<file path="config.mk">
export PLATFORM = sky130hd
export DESIGN_NAME = pfs_supervisor
export DESIGN_NICKNAME = d
export VERILOG_FILES = /design/src/core/pfs_pkg.sv /design/src/core/pfs_supervisor.sv
export VERILOG_INCLUDE_DIRS = /design/src /design/src/core
export SDC_FILE = /design/constraint.sdc
export NUM_CORES = 1
export LEC_CHECK = 0
export BUFFER_PORTS_ARGS = -buffer_cell sky130_fd_sc_hd__buf_2
export CORE_UTILIZATION = 43
export DETAILED_ROUTE_END_ITERATION = 12
export MAX_ROUTING_LAYER = met4
export PLACE_DENSITY_LB_ADDON = 0.3
export SYNTH_ARGS = -nofsm -noshare
export SYNTH_HDL_FRONTEND = slang
export SYNTH_SLANG_ARGS = --single-unit
</file>
<file path="constraint.sdc">
create_clock -name i_mclk -period 9.3 [get_ports i_mclk]
set_input_delay 0.465 -clock i_mclk [delete_from_list [all_inputs] [get_ports i_mclk]]
set_output_delay 0.465 -clock i_mclk [all_outputs]
set_load 0.1 [all_outputs]
</file>
<file path="src/core/pfs_regs.svh">
`ifndef PFS_REGS_SVH
`define PFS_REGS_SVH

// Register indices; the byte address of each is four times its index
`define PFS_IDX_LOSS_ACT   14'h0D19
`define PFS_IDX_LOSS_TIME  14'h0D1A
`define PFS_IDX_LOSS_UPPER 14'h0D1B
`define PFS_IDX_LOSS_LOWER 14'h0D1C
`define PFS_IDX_SLP_EN     14'h0D1D
`define PFS_IDX_SLP_FREQ   14'h0D1E
`define PFS_IDX_SLP_DLY    14'h0D1F
`define PFS_IDX_WAKE_DEV   14'h0D20
`define PFS_IDX_WAKE_DLY   14'h0D21
`define PFS_IDX_STATUS     14'h0D22

// Reset values (times in 0.1 s, levels in 0.1 %, frequency in 0.01 Hz)
`define PFS_RST_LOSS_ACT   16'h0000
`define PFS_RST_LOSS_TIME  16'h000A
`define PFS_RST_LOSS_UPPER 16'h03E8
`define PFS_RST_LOSS_LOWER 16'h0000
`define PFS_RST_SLP_EN     16'h0000
`define PFS_RST_SLP_FREQ   16'h03E8
`define PFS_RST_SLP_DLY    16'h0258
`define PFS_RST_WAKE_DEV   16'h0032
`define PFS_RST_WAKE_DLY   16'h000A

// Largest legal value of each setting except the sleep frequency, whose bound is the maximum output frequency input
`define PFS_MAX_LOSS_ACT   16'h0003
`define PFS_MAX_LOSS_TIME  16'h04B0
`define PFS_MAX_PCT        16'h03E8
`define PFS_MAX_SLP_EN     16'h0001
`define PFS_MAX_SLP_DLY    16'h8CA0
`define PFS_MAX_WAKE_DEV   16'h01F4
`define PFS_MAX_WAKE_DLY   16'h0258

// Status register bits
`define PFS_ST_FAULT 0
`define PFS_ST_WARN  1
`define PFS_ST_HOLD  2
`define PFS_ST_DECEL 3
`define PFS_ST_SLEEP 4
`define PFS_ST_ARMED 5

// Time base: 0.1 s tick from a 50 ns clock
`define PFS_TICK_NS 100000000
`define PFS_CLK_NS  50

// Bus responses
`define PFS_RESP_OKAY   2'h0
`define PFS_RESP_SLVERR 2'h2

`endif

</file>
<file path="src/core/pfs_pkg.sv">
package pfs_pkg;

	// Setting word, feedback and frequency values
	typedef logic [15:0] pfs_word_t;

	// Action on feedback loss
	typedef enum logic [1:0] {
		PFS_ACT_NONE,
		PFS_ACT_STOP,
		PFS_ACT_WARN,
		PFS_ACT_HOLD
	} pfs_loss_act_e;

	// Sleep sequence states
	typedef enum logic [1:0] {
		PFS_AWAKE,
		PFS_DECEL,
		PFS_ASLEEP
	} pfs_sleep_e;

endpackage

</file>
<file path="src/core/pfs_supervisor.sv">
`timescale 1ns/1ps
`include "pfs_regs.svh"
module pfs_supervisor #(
	parameter int AW          = 16,
	parameter int TICK_CYCLES = `PFS_TICK_NS / `PFS_CLK_NS
) (
	input  wire                 i_mclk,
	input  wire                 i_rst_n,
	input  wire                 i_awvalid,
	output logic                o_awready,
	input  wire  [AW-1:0]       i_awaddr,
	input  wire                 i_wvalid,
	output logic                o_wready,
	input  wire  [31:0]         i_wdata,
	input  wire  [3:0]          i_wstrb,
	output logic                o_bvalid,
	input  wire                 i_bready,
	output logic [1:0]          o_bresp,
	input  wire                 i_arvalid,
	output logic                o_arready,
	input  wire  [AW-1:0]       i_araddr,
	output logic                o_rvalid,
	input  wire                 i_rready,
	output logic [31:0]         o_rdata,
	output logic [1:0]          o_rresp,
	input  wire                 i_running,
	input  wire                 i_pid_source,
	input  wire                 i_negative_char,
	input  wire  pfs_pkg::pfs_word_t i_feedback,
	input  wire  pfs_pkg::pfs_word_t i_setpoint,
	input  wire  pfs_pkg::pfs_word_t i_pid_freq,
	input  wire  pfs_pkg::pfs_word_t i_maximum_output_frequency,
	input  wire                 i_out_zero,
	output logic                o_output_block,
	output logic                o_sleep_decel,
	output logic                o_sleeping,
	output logic                o_feedback_loss_fault,
	output logic                o_feedback_loss_warning,
	output logic                o_freq_hold,
	output pfs_pkg::pfs_word_t  o_held_freq
);
	import pfs_pkg::*;

	localparam int SL_ACT   = 0;
	localparam int SL_TIME  = `PFS_IDX_LOSS_TIME - `PFS_IDX_LOSS_ACT;
	localparam int SL_UPPER = `PFS_IDX_LOSS_UPPER - `PFS_IDX_LOSS_ACT;
	localparam int SL_LOWER = `PFS_IDX_LOSS_LOWER - `PFS_IDX_LOSS_ACT;
	localparam int SL_SLPEN = `PFS_IDX_SLP_EN - `PFS_IDX_LOSS_ACT;
	localparam int SL_SFREQ = `PFS_IDX_SLP_FREQ - `PFS_IDX_LOSS_ACT;
	localparam int SL_SDLY  = `PFS_IDX_SLP_DLY - `PFS_IDX_LOSS_ACT;
	localparam int SL_WDEV  = `PFS_IDX_WAKE_DEV - `PFS_IDX_LOSS_ACT;
	localparam int SL_WDLY  = `PFS_IDX_WAKE_DLY - `PFS_IDX_LOSS_ACT;
	localparam int SL_STAT  = `PFS_IDX_STATUS - `PFS_IDX_LOSS_ACT;
	localparam int TW       = $clog2(TICK_CYCLES + 1);

	// Maps a byte address to a register slot, 4'hF when unmapped
	function automatic logic [3:0] slot_of(input logic [AW-1:0] a);
		logic [13:0] idx;
		idx = 14'(a >> 2);
		if (idx >= `PFS_IDX_LOSS_ACT && idx <= `PFS_IDX_STATUS) begin
			slot_of = 4'(idx - `PFS_IDX_LOSS_ACT);
		end else begin
			slot_of = 4'hF;
		end
	endfunction

	// Reset value of each setting
	function automatic pfs_word_t rst_of(input int s);
		case (s)
			SL_ACT:   rst_of = `PFS_RST_LOSS_ACT;
			SL_TIME:  rst_of = `PFS_RST_LOSS_TIME;
			SL_UPPER: rst_of = `PFS_RST_LOSS_UPPER;
			SL_LOWER: rst_of = `PFS_RST_LOSS_LOWER;
			SL_SLPEN: rst_of = `PFS_RST_SLP_EN;
			SL_SFREQ: rst_of = `PFS_RST_SLP_FREQ;
			SL_SDLY:  rst_of = `PFS_RST_SLP_DLY;
			SL_WDEV:  rst_of = `PFS_RST_WAKE_DEV;
			default:  rst_of = `PFS_RST_WAKE_DLY;
		endcase
	endfunction

	// Largest value a setting accepts; writes above it are dropped
	function automatic pfs_word_t max_of(input logic [3:0] s, input pfs_word_t fmax);
		case (s)
			4'(SL_ACT):   max_of = `PFS_MAX_LOSS_ACT;
			4'(SL_TIME):  max_of = `PFS_MAX_LOSS_TIME;
			4'(SL_UPPER): max_of = `PFS_MAX_PCT;
			4'(SL_LOWER): max_of = `PFS_MAX_PCT;
			4'(SL_SLPEN): max_of = `PFS_MAX_SLP_EN;
			4'(SL_SFREQ): max_of = fmax;
			4'(SL_SDLY):  max_of = `PFS_MAX_SLP_DLY;
			4'(SL_WDEV):  max_of = `PFS_MAX_WAKE_DEV;
			default:      max_of = `PFS_MAX_WAKE_DLY;
		endcase
	endfunction

	pfs_word_t     cfg [0:8];
	logic [AW-1:0] aw_addr;
	logic [31:0]   w_data;
	logic [3:0]    w_strb;
	logic [3:0]    wr_slot;
	logic [3:0]    rd_slot;
	pfs_word_t     wr_val;
	pfs_word_t     rd_word;
	pfs_word_t     status;
	logic          wr_fire;
	logic          wr_legal;
	logic          st_clr;
	logic [TW-1:0] tick_cnt;
	logic          tick;
	logic [2:0]    tmr_cond;
	logic [2:0]    tmr_done;
	pfs_word_t     tmr_lim [0:2];
	pfs_word_t     tmr_cnt [0:2];
	pfs_loss_act_e act;
	logic          sleep_en;
	logic          loss_cond;
	logic          loss_done;
	logic [16:0]   fb_plus_dev;
	logic [16:0]   sp_plus_dev;
	logic          wake_dev_ok;
	logic          past_sp;
	pfs_sleep_e    state;
	pfs_sleep_e    next_state;
	logic          armed;
	logic          next_armed;
	logic          next_fault;
	logic          next_warn;
	logic          next_hold;

	// Write decode: both address and data held, no answer pending
	assign wr_fire  = !o_awready && !o_wready && !o_bvalid;
	assign wr_slot  = slot_of(aw_addr);
	assign wr_val   = {w_strb[1] ? w_data[15:8] : 8'h00, w_strb[0] ? w_data[7:0] : 8'h00};
	assign wr_legal = (wr_slot <= 4'(SL_WDLY)) && (&w_strb[1:0])
		&& (wr_val <= max_of(wr_slot, i_maximum_output_frequency));
	assign st_clr   = wr_fire && (wr_slot == 4'(SL_STAT)) && w_strb[0]
		&& w_data[`PFS_ST_FAULT];

	// Read decode and status word
	assign rd_slot = slot_of(i_araddr);
	assign status  = {10'h000, armed, o_sleeping, o_sleep_decel, o_freq_hold,
		o_feedback_loss_warning, o_feedback_loss_fault};
	assign rd_word = (rd_slot == 4'(SL_STAT)) ? status :
		(rd_slot <= 4'(SL_WDLY)) ? cfg[rd_slot] : 16'h0000;

	// Settings with documented defaults and ranges
	for (genvar g = 0; g <= SL_WDLY; g++) begin : g_cfg
		always_ff @(posedge i_mclk) begin
			if (!i_rst_n) begin
				cfg[g] <= rst_of(g);
			end else if (wr_fire && wr_legal && wr_slot == 4'(g)) begin
				cfg[g] <= wr_val;
			end
		end
	end

	// Write address, data and response channels
	always_ff @(posedge i_mclk) begin
		if (!i_rst_n) begin
			o_awready <= 1'b1;
			o_wready  <= 1'b1;
			o_bvalid  <= 1'b0;
			o_bresp   <= `PFS_RESP_OKAY;
			aw_addr   <= '0;
			w_data    <= 32'h00000000;
			w_strb    <= 4'h0;
		end else begin
			if (i_awvalid && o_awready) begin
				o_awready <= 1'b0;
				aw_addr   <= i_awaddr;
			end
			if (i_wvalid && o_wready) begin
				o_wready <= 1'b0;
				w_data   <= i_wdata;
				w_strb   <= i_wstrb;
			end
			if (wr_fire) begin
				o_bvalid <= 1'b1;
				o_bresp  <= (wr_slot == 4'hF) ? `PFS_RESP_SLVERR : `PFS_RESP_OKAY;
			end else if (o_bvalid && i_bready) begin
				o_bvalid  <= 1'b0;
				o_awready <= 1'b1;
				o_wready  <= 1'b1;
			end
		end
	end

	// Read address and data channels
	always_ff @(posedge i_mclk) begin
		if (!i_rst_n) begin
			o_arready <= 1'b1;
			o_rvalid  <= 1'b0;
			o_rdata   <= 32'h00000000;
			o_rresp   <= `PFS_RESP_OKAY;
		end else if (i_arvalid && o_arready) begin
			o_arready <= 1'b0;
			o_rvalid  <= 1'b1;
			o_rdata   <= {16'h0000, rd_word};
			o_rresp   <= (rd_slot == 4'hF) ? `PFS_RESP_SLVERR : `PFS_RESP_OKAY;
		end else if (o_rvalid && i_rready) begin
			o_rvalid  <= 1'b0;
			o_arready <= 1'b1;
		end
	end

	// 0.1 s time base
	assign tick = (tick_cnt == TW'(TICK_CYCLES - 1));
	always_ff @(posedge i_mclk) begin
		if (!i_rst_n || tick) begin
			tick_cnt <= '0;
		end else begin
			tick_cnt <= tick_cnt + 1'b1;
		end
	end

	// Qualification timers: 0 loss, 1 sleep entry, 2 wake
	assign tmr_lim[0] = cfg[SL_TIME];
	assign tmr_lim[1] = cfg[SL_SDLY];
	assign tmr_lim[2] = cfg[SL_WDLY];
	for (genvar t = 0; t < 3; t++) begin : g_tmr
		assign tmr_done[t] = tmr_cond[t] && (tmr_cnt[t] >= tmr_lim[t]);
		always_ff @(posedge i_mclk) begin
			if (!i_rst_n || !tmr_cond[t]) begin
				tmr_cnt[t] <= 16'h0000;
			end else if (tick && tmr_cnt[t] < tmr_lim[t]) begin
				tmr_cnt[t] <= tmr_cnt[t] + 16'h0001;
			end
		end
	end

	// Feedback loss detection and action
	assign act       = pfs_loss_act_e'(cfg[SL_ACT][1:0]);
	assign loss_cond = (act != PFS_ACT_NONE) && i_running && i_pid_source
		&& (i_feedback > cfg[SL_UPPER] || i_feedback < cfg[SL_LOWER]);
	assign tmr_cond[0] = loss_cond;
	assign loss_done   = tmr_done[0];
	assign next_fault  = (loss_done && act == PFS_ACT_STOP)
		|| (o_feedback_loss_fault && !st_clr);
	assign next_warn   = loss_done && (act == PFS_ACT_WARN || act == PFS_ACT_HOLD);
	assign next_hold   = loss_done && (act == PFS_ACT_HOLD);

	// Sleep entry and wake conditions
	assign sleep_en    = cfg[SL_SLPEN][0];
	assign fb_plus_dev = {1'b0, i_feedback} + {1'b0, cfg[SL_WDEV]};
	assign sp_plus_dev = {1'b0, i_setpoint} + {1'b0, cfg[SL_WDEV]};
	assign wake_dev_ok = i_negative_char ? (sp_plus_dev < {1'b0, i_feedback})
		: ({1'b0, i_setpoint} > fb_plus_dev);
	assign past_sp     = i_negative_char ? (i_feedback < i_setpoint)
		: (i_feedback > i_setpoint);
	assign tmr_cond[1] = sleep_en && armed && state == PFS_AWAKE && i_running
		&& i_pid_source && (i_pid_freq < cfg[SL_SFREQ]);
	assign tmr_cond[2] = sleep_en && state != PFS_AWAKE && wake_dev_ok;
	assign next_armed  = sleep_en && state == PFS_AWAKE && (armed || past_sp);

	// Next sleep state
	always_comb begin
		next_state = state;
		unique case (state)
			PFS_AWAKE: begin
				if (tmr_done[1]) begin
					next_state = PFS_DECEL;
				end
			end
			PFS_DECEL: begin
				if (!sleep_en || tmr_done[2]) begin
					next_state = PFS_AWAKE;
				end else if (i_out_zero) begin
					next_state = PFS_ASLEEP;
				end
			end
			default: begin
				if (!sleep_en || tmr_done[2]) begin
					next_state = PFS_AWAKE;
				end
			end
		endcase
	end

	// Sleep state and registered outputs
	always_ff @(posedge i_mclk) begin
		if (!i_rst_n) begin
			state                   <= PFS_AWAKE;
			armed                   <= 1'b0;
			o_feedback_loss_fault   <= 1'b0;
			o_feedback_loss_warning <= 1'b0;
			o_freq_hold             <= 1'b0;
			o_held_freq             <= 16'h0000;
			o_sleep_decel           <= 1'b0;
			o_sleeping              <= 1'b0;
			o_output_block          <= 1'b0;
		end else begin
			state                   <= next_state;
			armed                   <= next_armed;
			o_feedback_loss_fault   <= next_fault;
			o_feedback_loss_warning <= next_warn;
			o_freq_hold             <= next_hold;
			o_held_freq             <= o_freq_hold ? o_held_freq : i_pid_freq;
			o_sleep_decel           <= (next_state == PFS_DECEL);
			o_sleeping              <= (next_state == PFS_ASLEEP);
			o_output_block          <= next_fault || next_state == PFS_ASLEEP;
		end
	end

	// Checks
	property p_loss_off;
		@(posedge i_mclk) disable iff (!i_rst_n)
		(act == PFS_ACT_NONE) |=> !o_feedback_loss_warning && !o_freq_hold;
	endproperty
	a_loss_off: assert property (p_loss_off) else $error("warning with action off");

	property p_need_run;
		@(posedge i_mclk) disable iff (!i_rst_n)
		!(i_running && i_pid_source) |=> !o_feedback_loss_warning && !o_freq_hold;
	endproperty
	a_need_run: assert property (p_need_run) else $error("loss flagged off PID");

	property p_stop;
		@(posedge i_mclk) disable iff (!i_rst_n)
		(loss_done && act == PFS_ACT_STOP) |=> o_feedback_loss_fault && o_output_block;
	endproperty
	a_stop: assert property (p_stop) else $error("stop action missed");

	property p_warn;
		@(posedge i_mclk) disable iff (!i_rst_n)
		(loss_done && act == PFS_ACT_WARN) |=> o_feedback_loss_warning && !o_freq_hold;
	endproperty
	a_warn: assert property (p_warn) else $error("warn action wrong");

	property p_hold;
		@(posedge i_mclk) disable iff (!i_rst_n)
		$rose(o_freq_hold) |-> o_held_freq == $past(i_pid_freq) && o_feedback_loss_warning;
	endproperty
	a_hold: assert property (p_hold) else $error("held frequency wrong");

	property p_sleep_off;
		@(posedge i_mclk) disable iff (!i_rst_n)
		!sleep_en |=> !o_sleep_decel && !o_sleeping;
	endproperty
	a_sleep_off: assert property (p_sleep_off) else $error("sleep while disabled");

	property p_block_zero;
		@(posedge i_mclk) disable iff (!i_rst_n)
		(state == PFS_DECEL && i_out_zero && sleep_en && !tmr_done[2])
			|=> o_sleeping && o_output_block && !o_sleep_decel;
	endproperty
	a_block_zero: assert property (p_block_zero) else $error("no block at zero");

	property p_unarmed;
		@(posedge i_mclk) disable iff (!i_rst_n)
		(state == PFS_AWAKE && !armed) |=> !o_sleep_decel;
	endproperty
	a_unarmed: assert property (p_unarmed) else $error("sleep before arming");

	property p_restart;
		@(posedge i_mclk) disable iff (!i_rst_n)
		!loss_cond ##1 loss_cond |-> tmr_cnt[0] == 16'h0000 && !o_feedback_loss_warning;
	endproperty
	a_restart: assert property (p_restart) else $error("loss timer kept count");

endmodule

</file>
==> metrics, run 1 <==
Slowest cell on crit path nor4_2; Core Area ~42000 um^2; Area growth syn-to-layout 13.8%; Yosys warning total 0; post-layout min period around 6.4 ns; worst vdd ir 129 uV; element type at the critical path end register; die footprint ~44000 um^2; Clock Skews around 0.028 ns; final setup TNS 0 ns; # nets final between 2k and 3k; die width roughly 210 um; ANT nets after route 0; sequential share of the synthesized area between 40% and 50%; Placed Area approximately 20000 um^2; Pleak 8.75 nW; worst-path fanout max 17; hpwl dp roughly 44000 um; Buf/Inv on CP 2; Worst-Margin Slew between 1 and 1.5 ns; GRT Resource Usage Total around a quarter; max-cap violations 0; CTS Hold Buffers Added 0; Fmax between 150 and 200 MHz; cell chain of the critical path inv_1 -> ha_1 -> a211oi_1 -> a31oi_1 -> nor2_2 -> nand2_1 -> nor4_2 -> nand2_1 -> ha_1 -> a22o_1 -> a2111oi_0 -> o21ai_1 -> or2_1 -> o21ai_2 -> nand4_1 -> o21ai_1 -> buf_4; Post-route DRC 0; Num CTS Buffers 35; I/O pin count just over 200; # resized after CTS 0; Wirelength per Cell between 20 and 25 um; Setup crit start kind register; Rows 75; leading area contributor after synthesis edfxtp_1; post-synthesis cell type count between 70 and 80; Setup violations, final 0; DR vias/cell approximately 5.6; Rel. slew slack about 22%; Core Util, Final ~50%; Top FF cell, synth edfxtp_1; pwr dens 159 nW/um^2; initial drt markers 1084; fin. max-slew vios 0; final WL between 50000 and 60000 um; Post-synth EDFFs between 150 and 200; fin crit share 69.0%; Hold Crit Class in -> reg; WS Path Type reg -> reg; Top delay family on crit path simple AND/OR/NAND/NOR gates; outcome completed; initial antenna violation count 3; Post-synth ARST share 0%; Critical Path RT approximately 9.5 ns; fraction of layout instances using a drive strength above 1 around 11%; Buffers on Ports between 150 and 200; critical path's largest stage delay ~0.79 ns; Post-Syn Instances between 2k and 2.5k; vias in the first global route around 15k; routability cong. around 0.94; Root Driver clkbuf_16; drt pass-1 iters 5; Reg clk slew, reported paths 0.06 ns; Synth Register Bits 293; largest net degree at the start of global routing 77; finished layout cell area approximately 21000 um^2; Initial Util about 44%; fillers between 4k and 5k; clock buffer depth 3; Avg Cell Area, Syn around 9.2 um^2; TritonCTS clock tree yes; vias 15.7k; Final Hold Vio Count 0; global-route wire length before repair 85700 um; Synth Cell Area approximately 19000 um^2; dominant cells by area after synthesis edfxtp_1 (31%), ha_1 (13%), dfxtp_1 (11%); setup repair bufs after CTS 0; unrepaired setup endpoints after global routing false; worst skew pair latency approximately 0.54 ns; Synth top area share between 30% and 40%; Overflow after GRT 0; H-tree depth 2; CTS Sinks 293; total power roughly 0.0034 W; Die Y ~210 um; Worst EP arrival between 6 and 7 ns
==> cell type report <==
| cell class | instances | area (um^2) | share of cell area, % |
|---|---|---|---|
| well taps | 577 | 722 | 3.41 |
| inverters | 158 | 593 | 2.80 |
| repair buffers | 181 | 946 | 4.46 |
| flip-flops and latches | 293 | 7790 | 36.8 |
| diodes | 3 | 7.51 | 0.0354 |
| clock inverters | 20 | 260 | 1.23 |
| multi-input cells | 1504 | 9900 | 46.7 |
| clock buffers | 44 | 972 | 4.59 |
==> cells in the final DEF, fill, tap and decap left out, types with 53 or more instances in the layout <==
cell type / count
dfxtp_1: 101
o21ai_0: 63
edfxtp_1: 192
inv_1: 158
nor2_1: 249
nand2_1: 218
a21oi_1: 97
buf_2: 165
ha_1: 199
xor2_1: 53
nand3_1: 65
==> stage by stage <==
step	instances	worst slack [ns]	hold WS (ns)
floorplan	2043	3.67	0.438
global placement	2713	3.01	0.452
detailed placement	2713	2.84	0.456
CTS	2777	2.83	0.137
global route	2779	2.18	0.155
finish	2780	2.88	0.151
==> report_power, final <==
group / internal [W] / switching [W]
combinational: 0.000147 / 0.000297
clock: 0.000910 / 0.000553
sequential: 0.00142 / 0.0000342
==> path summary, 6_finish.rpt <==
kind	from	endpoint	slack [ns]	cells past startpoint
worst min-delay path	i_awvalid	o_awready$_SDFF_PN1_	0.15	2
worst min register to register	w_data[1]$_SDFFE_PN0P_	w_data[1]$_SDFFE_PN0P_	0.46	2
worst max-delay path	aw_addr[2]$_SDFFE_PN0P_	cfg[0][0]$_SDFFCE_PN0P_	2.88	17
worst max register to register	aw_addr[2]$_SDFFE_PN0P_	cfg[0][0]$_SDFFCE_PN0P_	2.88	17
==> logic make-up (layout without fill, tap and decap cells) <==
family | count (synthesis) | after routing | synth area share, %
multiplexers | 18 | 18 | 0.968
buffers and inverters | 246 | 403 | 5.40
AO/OA/AOI/OAI | 407 | 407 | 14.7
other | 1 | 21 | 0.0201
flip-flops | 293 | 293 | 41.8
AND/OR/NAND/NOR | 770 | 770 | 19.3
adder cells (fa/ha/maj) | 201 | 201 | 13.6
XOR/XNOR | 90 | 90 | 4.23
==> Yosys cell counts, drive strengths merged (8+ instances only) <==
| cell type | n |
|---|---|
| nor2 | 250 |
| o21bai | 11 |
| o221ai | 20 |
| o211ai | 10 |
| mux2i | 18 |
| a21o | 28 |
| nand3 | 66 |
| a21boi | 36 |
| ha | 199 |
| buf | 24 |
| o21a | 13 |
| dfxtp | 101 |
| xnor2 | 37 |
| and3 | 21 |
| inv | 158 |
| nor2b | 40 |
| edfxtp | 192 |
| nor3 | 41 |
| a22oi | 11 |
| and2 | 28 |
| a211o | 11 |
| a211oi | 11 |
| o22ai | 12 |
| nand4 | 47 |
| a31oi | 22 |
| o21ai | 73 |
| nand2b | 17 |
| nand2 | 218 |
| a21oi | 97 |
| xor2 | 53 |
| clkbuf | 64 |
| a221oi | 8 |
==> flip-flops by register name, indices dropped and copies added (netlist names), 2 cells and up <==
signal	cells
aw_addr	14
state	2
w_data	16
o_rdata	16
tmr_cnt	48
cfg	144
tick_cnt	21
o_held_freq	16
w_strb	2
==> layer usage <==
metal  vias to the layer above  global-route usage, %  wire (um)
met3                        77                   2.99       4200
met1                      7498                   34.7      24400
met4                         0                   6.70       1350
met5                         -                      -          0
met2                       612                   41.7      26200
li1                       7496                      -          -
Note: power is estimated with default switching activity, not from simulation.
==> run 2: changes to the inputs <==
--- a/config.mk
+++ b/config.mk
@@ -6,6 +6,7 @@
 export SDC_FILE = /design/constraint.sdc
 export NUM_CORES = 1
 export LEC_CHECK = 0
+export ABC_AREA = 1
 export BUFFER_PORTS_ARGS = -buffer_cell sky130_fd_sc_hd__buf_2
 export CORE_UTILIZATION = 43
 export DETAILED_ROUTE_END_ITERATION = 12
==> constraint.sdc (replaced) <==
create_clock -name i_mclk -period 6.4 [get_ports i_mclk]
set_input_delay 0.32 -clock i_mclk [delete_from_list [all_inputs] [get_ports i_mclk]]
set_output_delay 0.32 -clock i_mclk [all_outputs]
set_load 0.1 [all_outputs]
==> metrics, run 2 <==
outcome completed; initial drt markers between 1k and 1.5k; Post-synth EDFFs roughly 190; Slowest cell on crit path nand2_1; Multi-input gate area about 9500 um^2; GRT Resource Usage Total approximately a quarter; Critical Path RT ~6.5 ns; Worst EP arrival approximately 5.6 ns; clock buffer depth 3; Hold Crit Class in -> reg; Area growth syn-to-layout 12.9%; Setup crit start kind register; CTS Sinks 293; Reg clk slew, reported paths 0.06 ns; routability cong. 0.960; leading area contributor after synthesis edfxtp_1; fraction of layout instances using a drive strength above 1 12.6%; worst-path fanout max 24; # resized after CTS 0; die width approximately 210 um; max FFs per register ~140; Avg Cell Area, Syn roughly 8.3 um^2; H-tree depth 2; Root Driver clkbuf_16; pwr dens between 200 and 250 nW/um^2; TritonCTS clock tree yes; fin crit share between 80% and 90%; sequential cell area approximately 7800 um^2; critical path's largest stage delay between 0.6 and 0.7 ns; Post-Syn Instances about 2.3k; die footprint between 40000 and 50000 um^2; final setup TNS 0 ns; vias ~16k; commonest cells after routing, fill and taps aside nand2_1 (350), nor2_1 (309), inv_1 (292); element type at the critical path end register; Final Hold Vio Count 0; Clock Skews roughly 0.022 ns; fillers 4084; Initial Util between 40% and 50%; pre-CTS setup slack ~1.0 ns; vias in the first global route between 15k and 20k; initial antenna violation count 4; Num CTS Buffers 34; final worst slack roughly 0.94 ns; worst skew pair latency between 0.5 and 0.6 ns; I/O pin count between 200 and 250; dominant cells by area after synthesis edfxtp_1 (31%), ha_1 (13%), dfxtp_1 (11%); Commonest cells post-synth nand2_1 (350), nor2_1 (310), inv_1 (292); DR vias/cell roughly 5.3; R2R setup slack between 0.9 and 1 ns; max-cap violations 0; drt pass-1 iters 6; Pleak just over 9 nW; Synth Cell Area 18800 um^2; commonest non-fill, non-tap cell in the layout nand2_1; Buffers on Ports ~170; Rows between 70 and 80; WS Path Type reg -> reg; final WL approximately 54000 um; Worst-Margin Slew ~0.94 ns; post-synthesis cell type count 55; ANT nets after route 0; post-layout min period approximately 5.5 ns; Regs by FF count cfg (144), tmr_cnt (48), tick_cnt (21); Post-route DRC 0; Wirelength per Cell between 15 and 20 um; Die Y ~210 um; Yosys warning total 0; Top FF cell, synth edfxtp_1; worst vdd ir 171 uV; global-route wire length before repair between 80000 and 90000 um; unrepaired setup endpoints after global routing false; fin. max-slew vios 0; sequential share of the synthesized area between 40% and 50%; Post-synth ARST share 0%; hpwl dp 41400 um; Largest Register cfg; largest net degree at the start of global routing 53; Synth Register Bits roughly 290; Core Area 43100 um^2; Synth top area share between 30 and 40%; # nets final between 2k and 3k; Overflow after GRT 0; Setup violations, final 0; Rel. slew slack roughly 37%; top-count cell post-synth nand2_1; Fmax around 180 MHz
## run 2: changes by cell type after synthesis, sizes merged, moves of 31 or more
cell    before  now
nor2       250  341
a21oi       97  156
inv        158  306
nor2b       40    0
o21ai       73  124
a21boi      36    5
nand2      218  358
nand3       66  104
## run 2: cell families (layout without fill, tap and decap cells)
logic type                 Yosys count  count (layout)  share of synthesized area [%]
DFF                                293             293                           41.4
xor gates and xnor gates            64              64                           2.98
other                                1              22                         0.0199
AOI/OAI and AO/OA                  380             380                           11.7
buffers and inverters              387             547                           8.58
and+or+nand+nor                    932             932                           21.8
adders and majority gates          201             201                           13.5
## run 2: timing repair
item / 4_1_cts / 5_1_grt
buffers inserted: 0 / 0
hold endpoints to repair: 1 / 0
hold buffers: 1 / 0
setup endpoints to repair: 0 / 0
## run 2: path summary, 6_finish.rpt
kind / cells past startpoint / end / from
hold reg to reg: 2 / o_rdata[7]$_SDFFE_PN0P_ / o_rdata[7]$_SDFFE_PN0P_
setup / recovery: 29 / cfg[3][13]$_SDFFCE_PN0P_ / aw_addr[2]$_SDFFE_PN0P_
setup reg to reg: 29 / cfg[3][13]$_SDFFCE_PN0P_ / aw_addr[2]$_SDFFE_PN0P_
hold / removal: 3 / w_data[15]$_SDFFE_PN0P_ / i_wdata[15]
## run 2: report_power, final
group          total [W]  internal (W)  leakage [nW]  switching (W)
Combinational   0.000673      0.000200          5.91       0.000474
Clock            0.00198       0.00118         0.557       0.000797
Sequential       0.00210       0.00206          2.83      0.0000362
Total            0.00475       0.00344          9.30        0.00131
## run 2: layout make-up
| cell class | instances | share of cell area (%) |
|---|---|---|
| Multi-Input combinational cell | 1595 | 44.6 |
| Clock buffer | 46 | 4.72 |
| Antenna cell | 4 | 0.0472 |
| Clock inverter | 15 | 0.660 |
| Sequential cell | 293 | 36.7 |
| Inverter | 309 | 5.46 |
| Tap cell | 585 | 3.45 |
| Timing Repair Buffer | 177 | 4.33 |
## run 2: through the flow
step / hold slack, ns / total power (W) / cell area [um^2] / utilization [%] / cells
after global placement: 0.446 / 0.00279 / 20100 / 46.6 / 2958
after CTS: 0.00690 / 0.00478 / 21200 / 49.3 / 3020
final: 0.0294 / 0.00475 / 21200 / 49.3 / 3024
after detailed placement: 0.457 / 0.00281 / 20100 / 46.6 / 2958
after floorplan: 0.430 / 0.00262 / 18900 / - / 2275
after global routing: 0.0300 / 0.00493 / 21200 / 49.3 / 3024
## run 2: layer usage
layer,track usage (%),routed length (um),up-vias
li1,-,-,7912
met1,32.4,23200,7432
met2,40.0,24900,584
met3,3.32,4020,85
met4,8.87,1590,0
met5,-,0,-
## run 2: worst max-delay path, delay by kind of cell, from the launching register on
kind,cells,cell delay [ns]
fa+ha+maj,2,0.53
compound gates,4,0.56
buf+inv,8,0.64
simple gates,15,2.89
flops,1,0.37
